===== src/sac_consts.svh =====
/*
  Constants of the converter control block: bus offsets, field positions,
  reset values and timing counts. Assumes a 200 MHz system clock.
*/
`ifndef SAC_CONSTS_SVH
`define SAC_CONSTS_SVH

`define SAC_CLK_NS 5
`define SAC_RESULT_W 12
`define SAC_ABORT_CODE 12'hfe0
`define SAC_RESULT_RST 12'h000
`define SAC_INIT_CONVS 3'h4

// timing in ns and derived cycle counts
`define SAC_CONV_TIME_NS 200
`define SAC_CONV_MAX_CYC (`SAC_CONV_TIME_NS / `SAC_CLK_NS)
`define SAC_CONV_DIV 8'h03
`define SAC_RESET_ABORT_NS 45
`define SAC_RESET_PHASE_NS 100
`define SAC_RESET_PHASE_CYC ((`SAC_RESET_PHASE_NS + `SAC_CLK_NS - 1) / `SAC_CLK_NS)
`define SAC_PD_THRESH_NS 1000
`define SAC_PD_THRESH_CYC ((`SAC_PD_THRESH_NS + `SAC_CLK_NS - 1) / `SAC_CLK_NS)
`define SAC_PD_EXIT_NS 500
`define SAC_PD_EXIT_CYC (`SAC_PD_EXIT_NS / `SAC_CLK_NS)

// wishbone register map
`define SAC_ADDR_RESULT 8'h00
`define SAC_ADDR_STATUS 8'h04
`define SAC_ADDR_CTRL 8'h08

// status fields
`define SAC_ST_BUSY 0
`define SAC_ST_SAMPLING 1
`define SAC_ST_NAP 2
`define SAC_ST_RESET 3
`define SAC_ST_PWRDN 4
`define SAC_ST_WAKE 5
`define SAC_ST_VALID 6
`define SAC_ST_ABORTED 7
`define SAC_ST_INIT_LO 8

// control fields
`define SAC_CTRL_SOFT_NAP 0
`define SAC_CTRL_RST 1'h0

`endif


===== src/sac_pkg.sv =====
/*
  Types of the converter control block.
  Assumes nothing beyond the constants header.
*/
package sac_pkg;
  typedef enum logic [2:0] {
    SAC_IDLE,
    SAC_SAMPLE,
    SAC_CONVERT,
    SAC_RESET,
    SAC_PWRDN,
    SAC_WAKE
  } sac_state_t;
endpackage


===== src/sac_pin_sync.sv =====
/*
  Two-flop synchroniser for one pin with edge outputs.
  Assumes the pin is asynchronous to clk_i.
*/
`timescale 1ns/1ps
module sac_pin_sync (
  input wire logic clk_i,
  input wire logic rst_i,
  input wire logic pin_i,
  input wire logic rst_val_i,
  output logic level_o,
  output logic rise_o,
  output logic fall_o
);
  logic meta;
  logic prev;

  // rst_val_i is a tie-off constant; it only picks the idle level of the pin
  always_ff @(posedge clk_i) begin
    if (rst_i) begin
      meta <= rst_val_i;
      level_o <= rst_val_i;
      prev <= rst_val_i;
    end else begin
      meta <= pin_i;
      level_o <= meta;
      prev <= level_o;
    end
  end

  assign rise_o = level_o & ~prev;
  assign fall_o = ~level_o & prev;
endmodule


===== src/sac_sar_engine.sv =====
/*
  Successive-approximation engine: one trial bit per conversion clock
  enable, msb first. Assumes held_i stays stable during a conversion.
*/
`timescale 1ns/1ps
`include "sac_consts.svh"
module sac_sar_engine (
  input wire logic clk_i,
  input wire logic rst_i,
  input wire logic start_i,
  input wire logic abort_i,
  input wire logic step_i,
  input wire logic [11:0] held_i,
  output logic [11:0] code_o,
  output logic done_o
);
  logic [11:0] trial_bit;
  logic [11:0] next_code;

  // keep the trial bit only if the guess does not exceed the held level
  always_comb begin
    next_code = code_o | trial_bit;
    if (next_code > held_i) begin
      next_code = code_o;
    end
  end

  always_ff @(posedge clk_i) begin
    if (rst_i || abort_i) begin
      code_o <= `SAC_RESULT_RST;
      trial_bit <= 12'h000;
      done_o <= 1'b0;
    end else if (start_i) begin
      code_o <= 12'h000;
      trial_bit <= 12'h800;
      done_o <= 1'b0;
    end else begin
      done_o <= 1'b0;
      if (step_i && trial_bit != 12'h000) begin
        code_o <= next_code;
        trial_bit <= trial_bit >> 1;
        done_o <= trial_bit[0];
      end
    end
  end
endmodule


===== src/sac_control.sv =====
/*
  Control and readout of a 12-bit successive-approximation converter with a
  parallel result bus, plus a classic Wishbone slave for status and control.
  Assumes the host pins are asynchronous to clk_i and that sample_level_i is
  the held analog level already quantised, stable while a conversion runs.
*/
// Our own choices: the placing of the registers and the Wishbone interface to the registers.
`timescale 1ns/1ps
`include "sac_consts.svh"
module sac_control
  import sac_pkg::*;
(
  input wire logic clk_i,
  input wire logic rst_i,
  // host pins
  input wire logic select_n_i,
  input wire logic convert_start_n_i,
  input wire logic read_n_i,
  input wire logic half_word_i,
  input wire logic nap_enable_n_i,
  input wire logic powerdown_reset_n_i,
  input wire logic [11:0] sample_level_i,
  output logic busy_o,
  output logic [11:0] result_o,
  output logic result_oe_o,
  output logic nap_o,
  // wishbone slave
  input wire logic cyc_i,
  input wire logic stb_i,
  input wire logic we_i,
  input wire logic [7:0] adr_i,
  input wire logic [3:0] sel_i,
  input wire logic [31:0] dat_i,
  output logic [31:0] dat_o,
  output logic ack_o
);
  // ==========================================================
  // pin sampling
  logic cs_lvl;
  logic cs_rise;
  logic cs_fall;
  logic cv_lvl;
  logic cv_rise;
  logic cv_fall;
  logic rd_lvl;
  logic hw_lvl;
  logic nap_lvl;
  logic pwd_lvl;

  // every pin goes through the same two-flop path so checks see one instant
  sac_pin_sync u_cs_sync (
    .clk_i(clk_i),
    .rst_i(rst_i),
    .pin_i(select_n_i),
    .rst_val_i(1'b1),
    .level_o(cs_lvl),
    .rise_o(cs_rise),
    .fall_o(cs_fall)
  );

  sac_pin_sync u_cv_sync (
    .clk_i(clk_i),
    .rst_i(rst_i),
    .pin_i(convert_start_n_i),
    .rst_val_i(1'b1),
    .level_o(cv_lvl),
    .rise_o(cv_rise),
    .fall_o(cv_fall)
  );

  sac_pin_sync u_rd_sync (
    .clk_i(clk_i),
    .rst_i(rst_i),
    .pin_i(read_n_i),
    .rst_val_i(1'b1),
    .level_o(rd_lvl),
    .rise_o(),
    .fall_o()
  );

  sac_pin_sync u_hw_sync (
    .clk_i(clk_i),
    .rst_i(rst_i),
    .pin_i(half_word_i),
    .rst_val_i(1'b0),
    .level_o(hw_lvl),
    .rise_o(),
    .fall_o()
  );

  sac_pin_sync u_nap_sync (
    .clk_i(clk_i),
    .rst_i(rst_i),
    .pin_i(nap_enable_n_i),
    .rst_val_i(1'b1),
    .level_o(nap_lvl),
    .rise_o(),
    .fall_o()
  );

  sac_pin_sync u_pwd_sync (
    .clk_i(clk_i),
    .rst_i(rst_i),
    .pin_i(powerdown_reset_n_i),
    .rst_val_i(1'b1),
    .level_o(pwd_lvl),
    .rise_o(),
    .fall_o()
  );

  // ==========================================================
  // conversion clock and engine
  sac_state_t state;
  sac_state_t next_state;
  logic [7:0] div_cnt;
  logic conv_step;
  logic conv_start;
  logic conv_abort;
  logic conv_done;
  logic [11:0] conv_code;
  logic [11:0] held_level;
  logic [11:0] result;
  logic aborted;
  logic soft_nap;
  logic [2:0] init_left;
  logic [15:0] phase_cnt;

  // 12 steps of 3 cycles plus the cycle that sees done: 37 cycles, inside the limit
  always_ff @(posedge clk_i) begin
    if (rst_i || state != SAC_CONVERT) begin
      div_cnt <= 8'h00;
    end else if (div_cnt == `SAC_CONV_DIV - 8'h01) begin
      div_cnt <= 8'h00;
    end else begin
      div_cnt <= div_cnt + 8'h01;
    end
  end

  assign conv_step = (state == SAC_CONVERT) && (div_cnt == `SAC_CONV_DIV - 8'h01);

  // sample is held at the moment sampling ends
  always_ff @(posedge clk_i) begin
    if (rst_i) begin
      held_level <= 12'h000;
    end else if (conv_start) begin
      held_level <= sample_level_i;
    end
  end

  sac_sar_engine u_sar (
    .clk_i(clk_i),
    .rst_i(rst_i),
    .start_i(conv_start),
    .abort_i(conv_abort),
    .step_i(conv_step),
    .held_i(held_level),
    .code_o(conv_code),
    .done_o(conv_done)
  );

  // ==========================================================
  // sequencing
  always_comb begin
    next_state = state;
    conv_start = 1'b0;
    conv_abort = 1'b0;
    if (!pwd_lvl && state != SAC_RESET && state != SAC_PWRDN) begin
      next_state = SAC_RESET;
      conv_abort = 1'b1;
    end else begin
      unique case (state)
        SAC_IDLE: begin
          if (!cs_lvl && cv_rise && !busy_o) begin
            next_state = SAC_SAMPLE;
          end else if (cs_fall && cv_lvl && !busy_o) begin
            next_state = SAC_SAMPLE;
          end
        end
        SAC_SAMPLE: begin
          if ((cv_fall && !cs_lvl) || (cs_fall && !cv_lvl)) begin
            next_state = SAC_CONVERT;
            conv_start = 1'b1;
          end
        end
        SAC_CONVERT: begin
          if (cs_fall && cv_lvl) begin
            next_state = SAC_IDLE;
            conv_abort = 1'b1;
          end else if (conv_done) begin
            // sampling restarts here while busy is still high for one cycle
            if (!cs_lvl && cv_lvl) begin
              next_state = SAC_SAMPLE;
            end else begin
              next_state = SAC_IDLE;
            end
          end
        end
        SAC_RESET: begin
          if (pwd_lvl) begin
            next_state = SAC_IDLE;
          end else if (phase_cnt >= 16'(`SAC_PD_THRESH_CYC)) begin
            next_state = SAC_PWRDN;
          end
        end
        SAC_PWRDN: begin
          if (pwd_lvl) begin
            next_state = SAC_WAKE;
          end
        end
        SAC_WAKE: begin
          if (phase_cnt >= 16'(`SAC_PD_EXIT_CYC)) begin
            next_state = SAC_IDLE;
          end
        end
      endcase
    end
  end

  always_ff @(posedge clk_i) begin
    if (rst_i) begin
      state <= SAC_IDLE;
    end else begin
      state <= next_state;
    end
  end

  // time spent in the reset phase and in the wake-up delay
  always_ff @(posedge clk_i) begin
    if (rst_i || next_state != state) begin
      phase_cnt <= 16'h0000;
    end else if (phase_cnt != 16'hffff) begin
      phase_cnt <= phase_cnt + 16'h0001;
    end
  end

  // busy follows the conversion state one cycle late
  always_ff @(posedge clk_i) begin
    if (rst_i) begin
      busy_o <= 1'b0;
    end else begin
      busy_o <= (state == SAC_CONVERT);
    end
  end

  // ==========================================================
  // result and initialization count
  always_ff @(posedge clk_i) begin
    if (rst_i) begin
      result <= `SAC_RESULT_RST;
    end else if (state == SAC_RESET) begin
      result <= `SAC_ABORT_CODE;
    end else if (state == SAC_CONVERT && cs_fall && cv_lvl) begin
      result <= `SAC_ABORT_CODE;
    end else if (conv_done && next_state != SAC_RESET) begin
      result <= conv_code;
    end
  end

  // power-up and any reset both require four warm-up conversions
  always_ff @(posedge clk_i) begin
    if (rst_i || state == SAC_RESET || state == SAC_PWRDN) begin
      init_left <= `SAC_INIT_CONVS;
    end else if (conv_done && init_left != 3'h0) begin
      init_left <= init_left - 3'h1;
    end
  end

  // ==========================================================
  // nap
  always_ff @(posedge clk_i) begin
    if (rst_i) begin
      nap_o <= 1'b0;
    end else begin
      nap_o <= (next_state == SAC_IDLE) && (!nap_lvl || soft_nap)
               && (state == SAC_IDLE);
    end
  end

  // ==========================================================
  // parallel bus
  always_ff @(posedge clk_i) begin
    if (rst_i) begin
      result_oe_o <= 1'b0;
      result_o <= 12'h000;
    end else begin
      result_oe_o <= !cs_lvl && !rd_lvl;
      if (hw_lvl) begin
        result_o <= {result[3:0], 8'h00};
      end else begin
        result_o <= result;
      end
    end
  end

  // ==========================================================
  // wishbone slave
  logic wb_req;
  logic wb_wr;
  logic [31:0] status_word;

  assign wb_req = cyc_i && stb_i && !ack_o;
  assign wb_wr = wb_req && we_i;

  assign status_word = {21'h000000, init_left, aborted, (init_left == 3'h0),
                        (state == SAC_WAKE), (state == SAC_PWRDN),
                        (state == SAC_RESET), nap_o, (state == SAC_SAMPLE), busy_o};

  always_ff @(posedge clk_i) begin
    if (rst_i) begin
      ack_o <= 1'b0;
    end else begin
      ack_o <= wb_req;
    end
  end

  always_ff @(posedge clk_i) begin
    if (rst_i) begin
      dat_o <= 32'h00000000;
    end else if (wb_req && !we_i) begin
      unique case (adr_i)
        `SAC_ADDR_RESULT: dat_o <= {20'h00000, result};
        `SAC_ADDR_STATUS: dat_o <= status_word;
        `SAC_ADDR_CTRL: dat_o <= {31'h00000000, soft_nap};
        default: dat_o <= 32'h00000000;
      endcase
    end
  end

  always_ff @(posedge clk_i) begin
    if (rst_i) begin
      soft_nap <= `SAC_CTRL_RST;
    end else if (wb_wr && adr_i == `SAC_ADDR_CTRL && sel_i[0]) begin
      soft_nap <= dat_i[`SAC_CTRL_SOFT_NAP];
    end
  end

  // sticky abort flag: a new abort in the clearing cycle wins
  always_ff @(posedge clk_i) begin
    if (rst_i) begin
      aborted <= 1'b0;
    end else if (state == SAC_CONVERT && cs_fall && cv_lvl) begin
      aborted <= 1'b1;
    end else if (wb_wr && adr_i == `SAC_ADDR_STATUS && sel_i[0]
                 && dat_i[`SAC_ST_ABORTED]) begin
      aborted <= 1'b0;
    end
  end
endmodule


===== config.mk =====
export PLATFORM = sky130hd
export DESIGN_NAME = sac_control
export DESIGN_NICKNAME = d
export VERILOG_FILES = /design/src/sac_pkg.sv /design/src/sac_pin_sync.sv /design/src/sac_sar_engine.sv /design/src/sac_control.sv
export VERILOG_INCLUDE_DIRS = /design/src /design/src/src
export SDC_FILE = /design/constraint.sdc
export NUM_CORES = 1
export LEC_CHECK = 0
export BUFFER_PORTS_ARGS = -buffer_cell sky130_fd_sc_hd__buf_2
export CAP_MARGIN = 20
export CORE_MARGIN = 1
export CORE_UTILIZATION = 59
export DETAILED_ROUTE_END_ITERATION = 10
export GPL_TIMING_DRIVEN = 1
export HOLD_SLACK_MARGIN = 0.12
export PLACE_DENSITY = 0.81
export SLEW_MARGIN = 20
export SYNTH_ARGS = -nofsm -noshare
export SYNTH_HDL_FRONTEND = slang
export SYNTH_SLANG_ARGS = --single-unit

===== constraint.sdc =====
create_clock -name clk_i -period 4.6 [get_ports clk_i]
set_input_delay 0.46 -clock clk_i [delete_from_list [all_inputs] [get_ports clk_i]]
set_output_delay 0.46 -clock clk_i [all_outputs]
set_load 0.02 [all_outputs]

After elaboration in Yosys (flattened, before gate mapping):

Index checks and enable logic that the tools add are counted.

* output and inout port bits: 48
* input port bits: 67
* logic and storage cells: 147
* register bits: 143

* reductions and logical operators: 57
* add/subtract/negate cells: 3
* $lt $le $gt $ge: 3
* muxes and demuxes: 27
* bitwise gates (word level): 9
* equality and inequality tests: 14

Operators with widths (count)
* $mux W12: 6
* $pmux W12 S3: 1
* $mux W3: 10
* $logic_and A1 B1 Y1: 27
* $pmux W3 S6: 1
* $add A16 B1 Y16 const B: 1
* $ge A16 B7 Y1 const B: 1
* $ge A16 B8 Y1 const B: 1
* $ne A16 B16 Y1 const B: 1
* $gt A12 B12 Y1: 1
* $or A12 B12 Y12: 1
* $reduce_bool A12 Y1: 1
* $logic_not A3 Y1: 3
* $mux W1: 9
* $ne A3 B2 Y1 const B: 3
* $add A8 B1 Y8 const B: 1
* $eq A8 B2 Y1 const B: 1
* $eq A8 B3 Y1 const B: 1
* $eq A8 B4 Y1 const B: 1
* $logic_not A1 Y1: 8
* $logic_not A8 Y1: 1
* $logic_or A1 B1 Y1: 7
* $eq A3 B2 Y1 const B: 2
* $eq A3 B3 Y1 const B: 2
* 11 further kinds: 22

Longest topological paths before layout:

* depth after elaboration: 13
* mapped depth: 9
* depth with buffers taken out: 8

By module:

From an unflattened synthesis, not the netlist that was laid out.

* cells, all modules: 646
* area, all modules: 6048.3 um2

Modules (own cells, without submodules)
* sac_control: seq. area each 1681.6 um2, area an instance 4106.4 um2, cells an instance 444, times used 1
* sac_sar_engine: seq. area each 500.5 um2, area an instance 1303.8 um2, cells an instance 154, times used 1
* sac_pin_sync: seq. area each 60.1 um2, area an instance 106.4 um2, cells an instance 8, times used 6

Least setup slack after synthesis:

No wires, ideal clock.

* path type: input -> register
* start: in adr_i[5]
* end: reg aborted
* data required time: 4.472 ns
* path buffers: 1
* stages on the path: 7
* setup slack: 2.494 ns
* library setup time: 0.128 ns
* arrival time: 1.978 ns
* cell sequence: or4_1 -> or3_1 -> buf_2 -> nor3_4 -> nand3_1 -> a21oi_1 -> nor2_1

* word-level cells in the longest chain between the ends: 5

RTL lines
* start: declaration: RTL line sac_control.sv:31 `input wire logic [7:0] adr_i,`
* $eq A8 B3 Y1
* $logic_and A1 B1 Y1 (no source line)
* $logic_and A1 B1 Y1 (2 in a row): RTL line sac_control.sv:343 `` end else if (wb_wr && adr_i == `SAC_ADDR_STATUS && sel_i[0] ``
* $reduce_bool A2 Y1 (no source line)
* end signal: assignment: RTL line sac_control.sv:340 `aborted <= 1'b0;`
* end signal: assignment: RTL line sac_control.sv:342 `aborted <= 1'b1;`
* end signal: assignment: RTL line sac_control.sv:345 `aborted <= 1'b0;`
* end: declaration: RTL line sac_control.sv:123 `logic aborted;`

No other way between the ends.
A chain may end at the register's enable or synchronous reset.

Final worst setup path:

* start: reg state[2]
* end: reg phase_cnt[14]

* word-level cells in the longest chain between the ends: 6
* elaborated cells between the ends (all ways): 23
* those cells by class: eq/ne (8); mux (11); reduce/logical (4)

RTL lines
* start: declaration: RTL line sac_control.sv:113 `sac_state_t state;`
* start signal: assignment: RTL line sac_control.sv:223 `state <= next_state;`
* $mux W3 (tied with other cells): RTL line sac_control.sv:201 `` end else if (phase_cnt >= 16'(`SAC_PD_THRESH_CYC)) begin ``
* $mux W3 (tied with other cells): RTL line sac_control.sv:199 `if (pwd_lvl) begin`
* $pmux W3 S6 / $logic_and A1 B1 Y1 (equally long branches): RTL line sac_control.sv:171, sac_control.sv:167
* $mux W3: RTL line sac_control.sv:167 `if (!pwd_lvl && state != SAC_RESET && state != SAC_PWRDN) begin`
* $ne A3 B3 Y1 *: RTL line sac_control.sv:229 `if (rst_i || next_state != state) begin`
* $logic_or A1 B1 Y1 *: RTL line sac_control.sv:229
* end signal: assignment: RTL line sac_control.sv:232 `phase_cnt <= phase_cnt + 16'h0001;`
* end: declaration: RTL line sac_control.sv:126 `logic [15:0] phase_cnt;`

Mark *: on every way between the ends. The rest lies on a longest branch, timed or not.

==> qor.yml <==
cts:
  post_cts_buffers: 0
  cts_tree: "yes"
  cts.clk_slew.worst_paths_ns: 0.06
  cts.sinks: 123
  clockBufferDepth: 2
  numCtsBuffers: 17
  root_buffer: "clkbuf_8"
  insertion_delay_ns: 0.52
  cts_htree_levels: 4
pwr:
  seq_power_share_pct: 44.0
  power_frac_clock_pct: 51.0
  ir_worst_vdd_uv: 259
  cellLeakagePower_nw: 2.62
  p_comb_share_pct: 5.1
  p_sw_mw: 0.628
  power.share.switching_pct: 25.3
  p_per_area_nw_per_um2: 381
  internal-power_mw: 1.86
global_routing:
  grt_max_degree: 34
  use_met3_pct: 6.06
  grt_pass1_vias: 4215
  use_met1_pct: 29.4
  antenna_found_initial: 0
  grt_use_total_pct: 24.4
  overflow: 0
  grtUsageMet2_pct: 42.1
  grt_most_used_layer: "met2"
  grt_first_pass_wirelength_mm: 19.4
logic_synthesis:
  synth.most_common_cell: "dfxtp_1"
  synth_flop_cell: "dfxtp_1"
  yosysWarnings: 0
  syn_avg_cell_area_um2: 9.59
  synth.area.top_cells: "dfxtp_1 44%, mux2i_1 7.8%, nor2_1 5.4%"
  netlist_area_um2: 5650
  synth_top_cell_by_area: "dfxtp_1"
  synth_top_cell_area_share_pct: 43.6
  async_flop_share_pct: 0
  yosysSeqAreaShare_pct: 43.6
  syn_inst: 589
  synth_edf_count: 0
  synth-seq-cells: 123
  ys_types: 64
  synth_commonest_cells: "123 x dfxtp_1, 81 x nor2_1, 44 x mux2i_1, 25 x or2_2"
run_status:
  outcome: "complete, no violations"
floorplan:
  die_h_um: 99.8
  start_util_pct: 61.1
  row_count: 35
  core_um2: 9240
  die_w_um: 99.8
  io_pins: 115
  die_area_um2: 9970
finish:
  area_growth_pct: 15.6
  seqCellArea_um2: 2460
  fin_nets: 734
  drive_gt1_share_pct: 22.5
  final_cell_area_um2: 6530
  multi_input_area_um2: 2870
  nFillCells: 663
  diodes: 0
  final_cells: 791
setup_path:
  cp.arrival_ns: 3.14
  path_class: "reg2reg"
  cp.required_ns: 4.95
  crit_fanout: 16
  cp-end-kind: "register"
  crit_path_start_kind: "register"
  reg2reg_to: "phase_cnt[14]"
  reg2regPathDepth: 6
  crit-reg2reg-launch: "state[2]"
  r2r_slack_ns: 1.81
min_path:
  min_to: "soft_nap"
  hold_class: "in2reg"
  min_from: "dat_i[0]"
  hold_depth: 3
detailed_routing:
  ant_nets: 0
  wl_per_cell_um: 14.7
  drcViolationCount: 0
  drt_iter0_markers: 184
  drt-total-wl_mm: 11.6
  drt-pass1-iter-count: 5
  viasPerCell: 5.57
  vias: 4407
timing:
  fin_setup_tns_ns: 0
  rsz0062_at_grt: "false"
  worst_pin_slew_ns: 1.02
  slew_violations: 0
  setup_viol: 0
  worst_slew_margin_rel_pct: 31.4
  setup_ws_ns: 1.81
  max_freq_ghz: 0.358
  period_needed_ns: 2.79
  hold_violations: 0
  finClkSkew_ns: 0.00629
  period_share_pct: 60.7
place:
  io_buffers: 61
  pre_cts_slack_ns: 1.87
  gp_congestion: 0.840
  dp.cells: 754
  dpl-instance-area_um2: 5910
  dp_hpwl_mm: 7.93
flow_run:
  maxCapViolations: 0
[stage by stage]
stage	hold slack [ns]	total power [mW]	utilization (%)
floorplan	0.367	1.22	-
global placement	0.370	1.23	63.9
detailed placement	0.376	1.24	63.9
CTS	0.165	2.50	70.6
global route	0.170	2.56	70.6
finish	0.171	2.48	70.6
[what timing repair did]
action,in CTS,in global routing
hold buffers,5,0
hold endpoints to repair,5,0
resized for setup,0,0
[placed cells by master (no fill, tap or decap), drive strengths merged, types with 3 or more instances in the layout]
cell type    Yosys  routed
a211o            3       3
a21oi           21      21
a22o            19      19
a22oi           11      11
and2            12      12
and3             5       5
buf             35      64
clkbuf          12      17
clkinv           0       3
conb             1      20
dfxtp          123     123
dlygate4sd3      0       5
ha              18      18
inv             22      31
mux2i           45      45
nand2           21      21
nand2b           4       4
nand3           21      21
nand3b           3       3
nand4            6       6
nor2            82      82
nor2b            6       6
nor3            13      13
nor4            25      25
o211ai           4       4
o21ai            7       7
or2             25      25
xnor2           10      10
xor2             8       8
[worst max-delay path by stage]
stage	startpoint	to	slack, ns	cells past startpoint
after floorplan	adr_i[5]	aborted	2.49	7
after global placement	state[2]	phase_cnt[2]	1.95	6
after detailed placement	state[2]	phase_cnt[13]	1.87	6
after CTS	state[2]	phase_cnt[13]	1.84	6
after global routing	state[2]	phase_cnt[2]	1.61	6
final	state[2]	phase_cnt[14]	1.81	6
[layer usage]
layer  up-vias  wire length (um)
met3        23               481
met1      2101              5120
met5         -                 0
li1       2157                 -
met4         0               246
met2       126              5750
[flip-flops by register name (all words and copies together) (netlist names), 3 cells and up]
signal / flops
u_sar.trial_bit: 12
result: 12
state: 3
init_left: 3
div_cnt: 8
result_o: 12
dat_o: 12
u_sar.code_o: 12
held_level: 12
phase_cnt: 16
[worst max-delay path, cell delays in order, from the launching register on]
cell and delay (ns):
dfxtp_1 0.62, and3b_1 0.28, a211oi_1 0.45, o21bai_1 0.24, nor4_4 0.08, xnor2_2 0.79, nor4_1 0.17
[power by group through the flow]
| stage | clock (mW) | sequential (mW) | combinational (mW) |
|---|---|---|---|
| floorplan | 0 | 1.11 | 0.113 |
| CTS | 1.28 | 1.09 | 0.125 |
| global route | 1.33 | 1.09 | 0.137 |
| finish | 1.27 | 1.09 | 0.126 |
| detailed placement | 0 | 1.12 | 0.121 |
| global placement | 0 | 1.11 | 0.117 |
[cells by family after synthesis]
| kind of cell | Yosys count | share of synthesized area [%] |
|---|---|---|
| other cells | 1 | 0.0664 |
| mux | 45 | 8.20 |
| fa+ha+maj | 18 | 3.99 |
| xor+xnor | 18 | 2.93 |
| flops | 123 | 43.6 |
| simple gates | 234 | 23.8 |
| buf+inv | 69 | 6.76 |
| compound gates | 81 | 10.6 |
[final cells by class]
cell class | count | share of cell area, %
clock buffer | 17 | 6.34
clock inverter | 15 | 2.38
inverter | 22 | 1.27
multi-input combinational | 416 | 44.0
sequential | 123 | 37.7
tap | 129 | 2.47
timing repair buffer | 69 | 5.79
No activity file was read; power rests on OpenSTA's default activity.
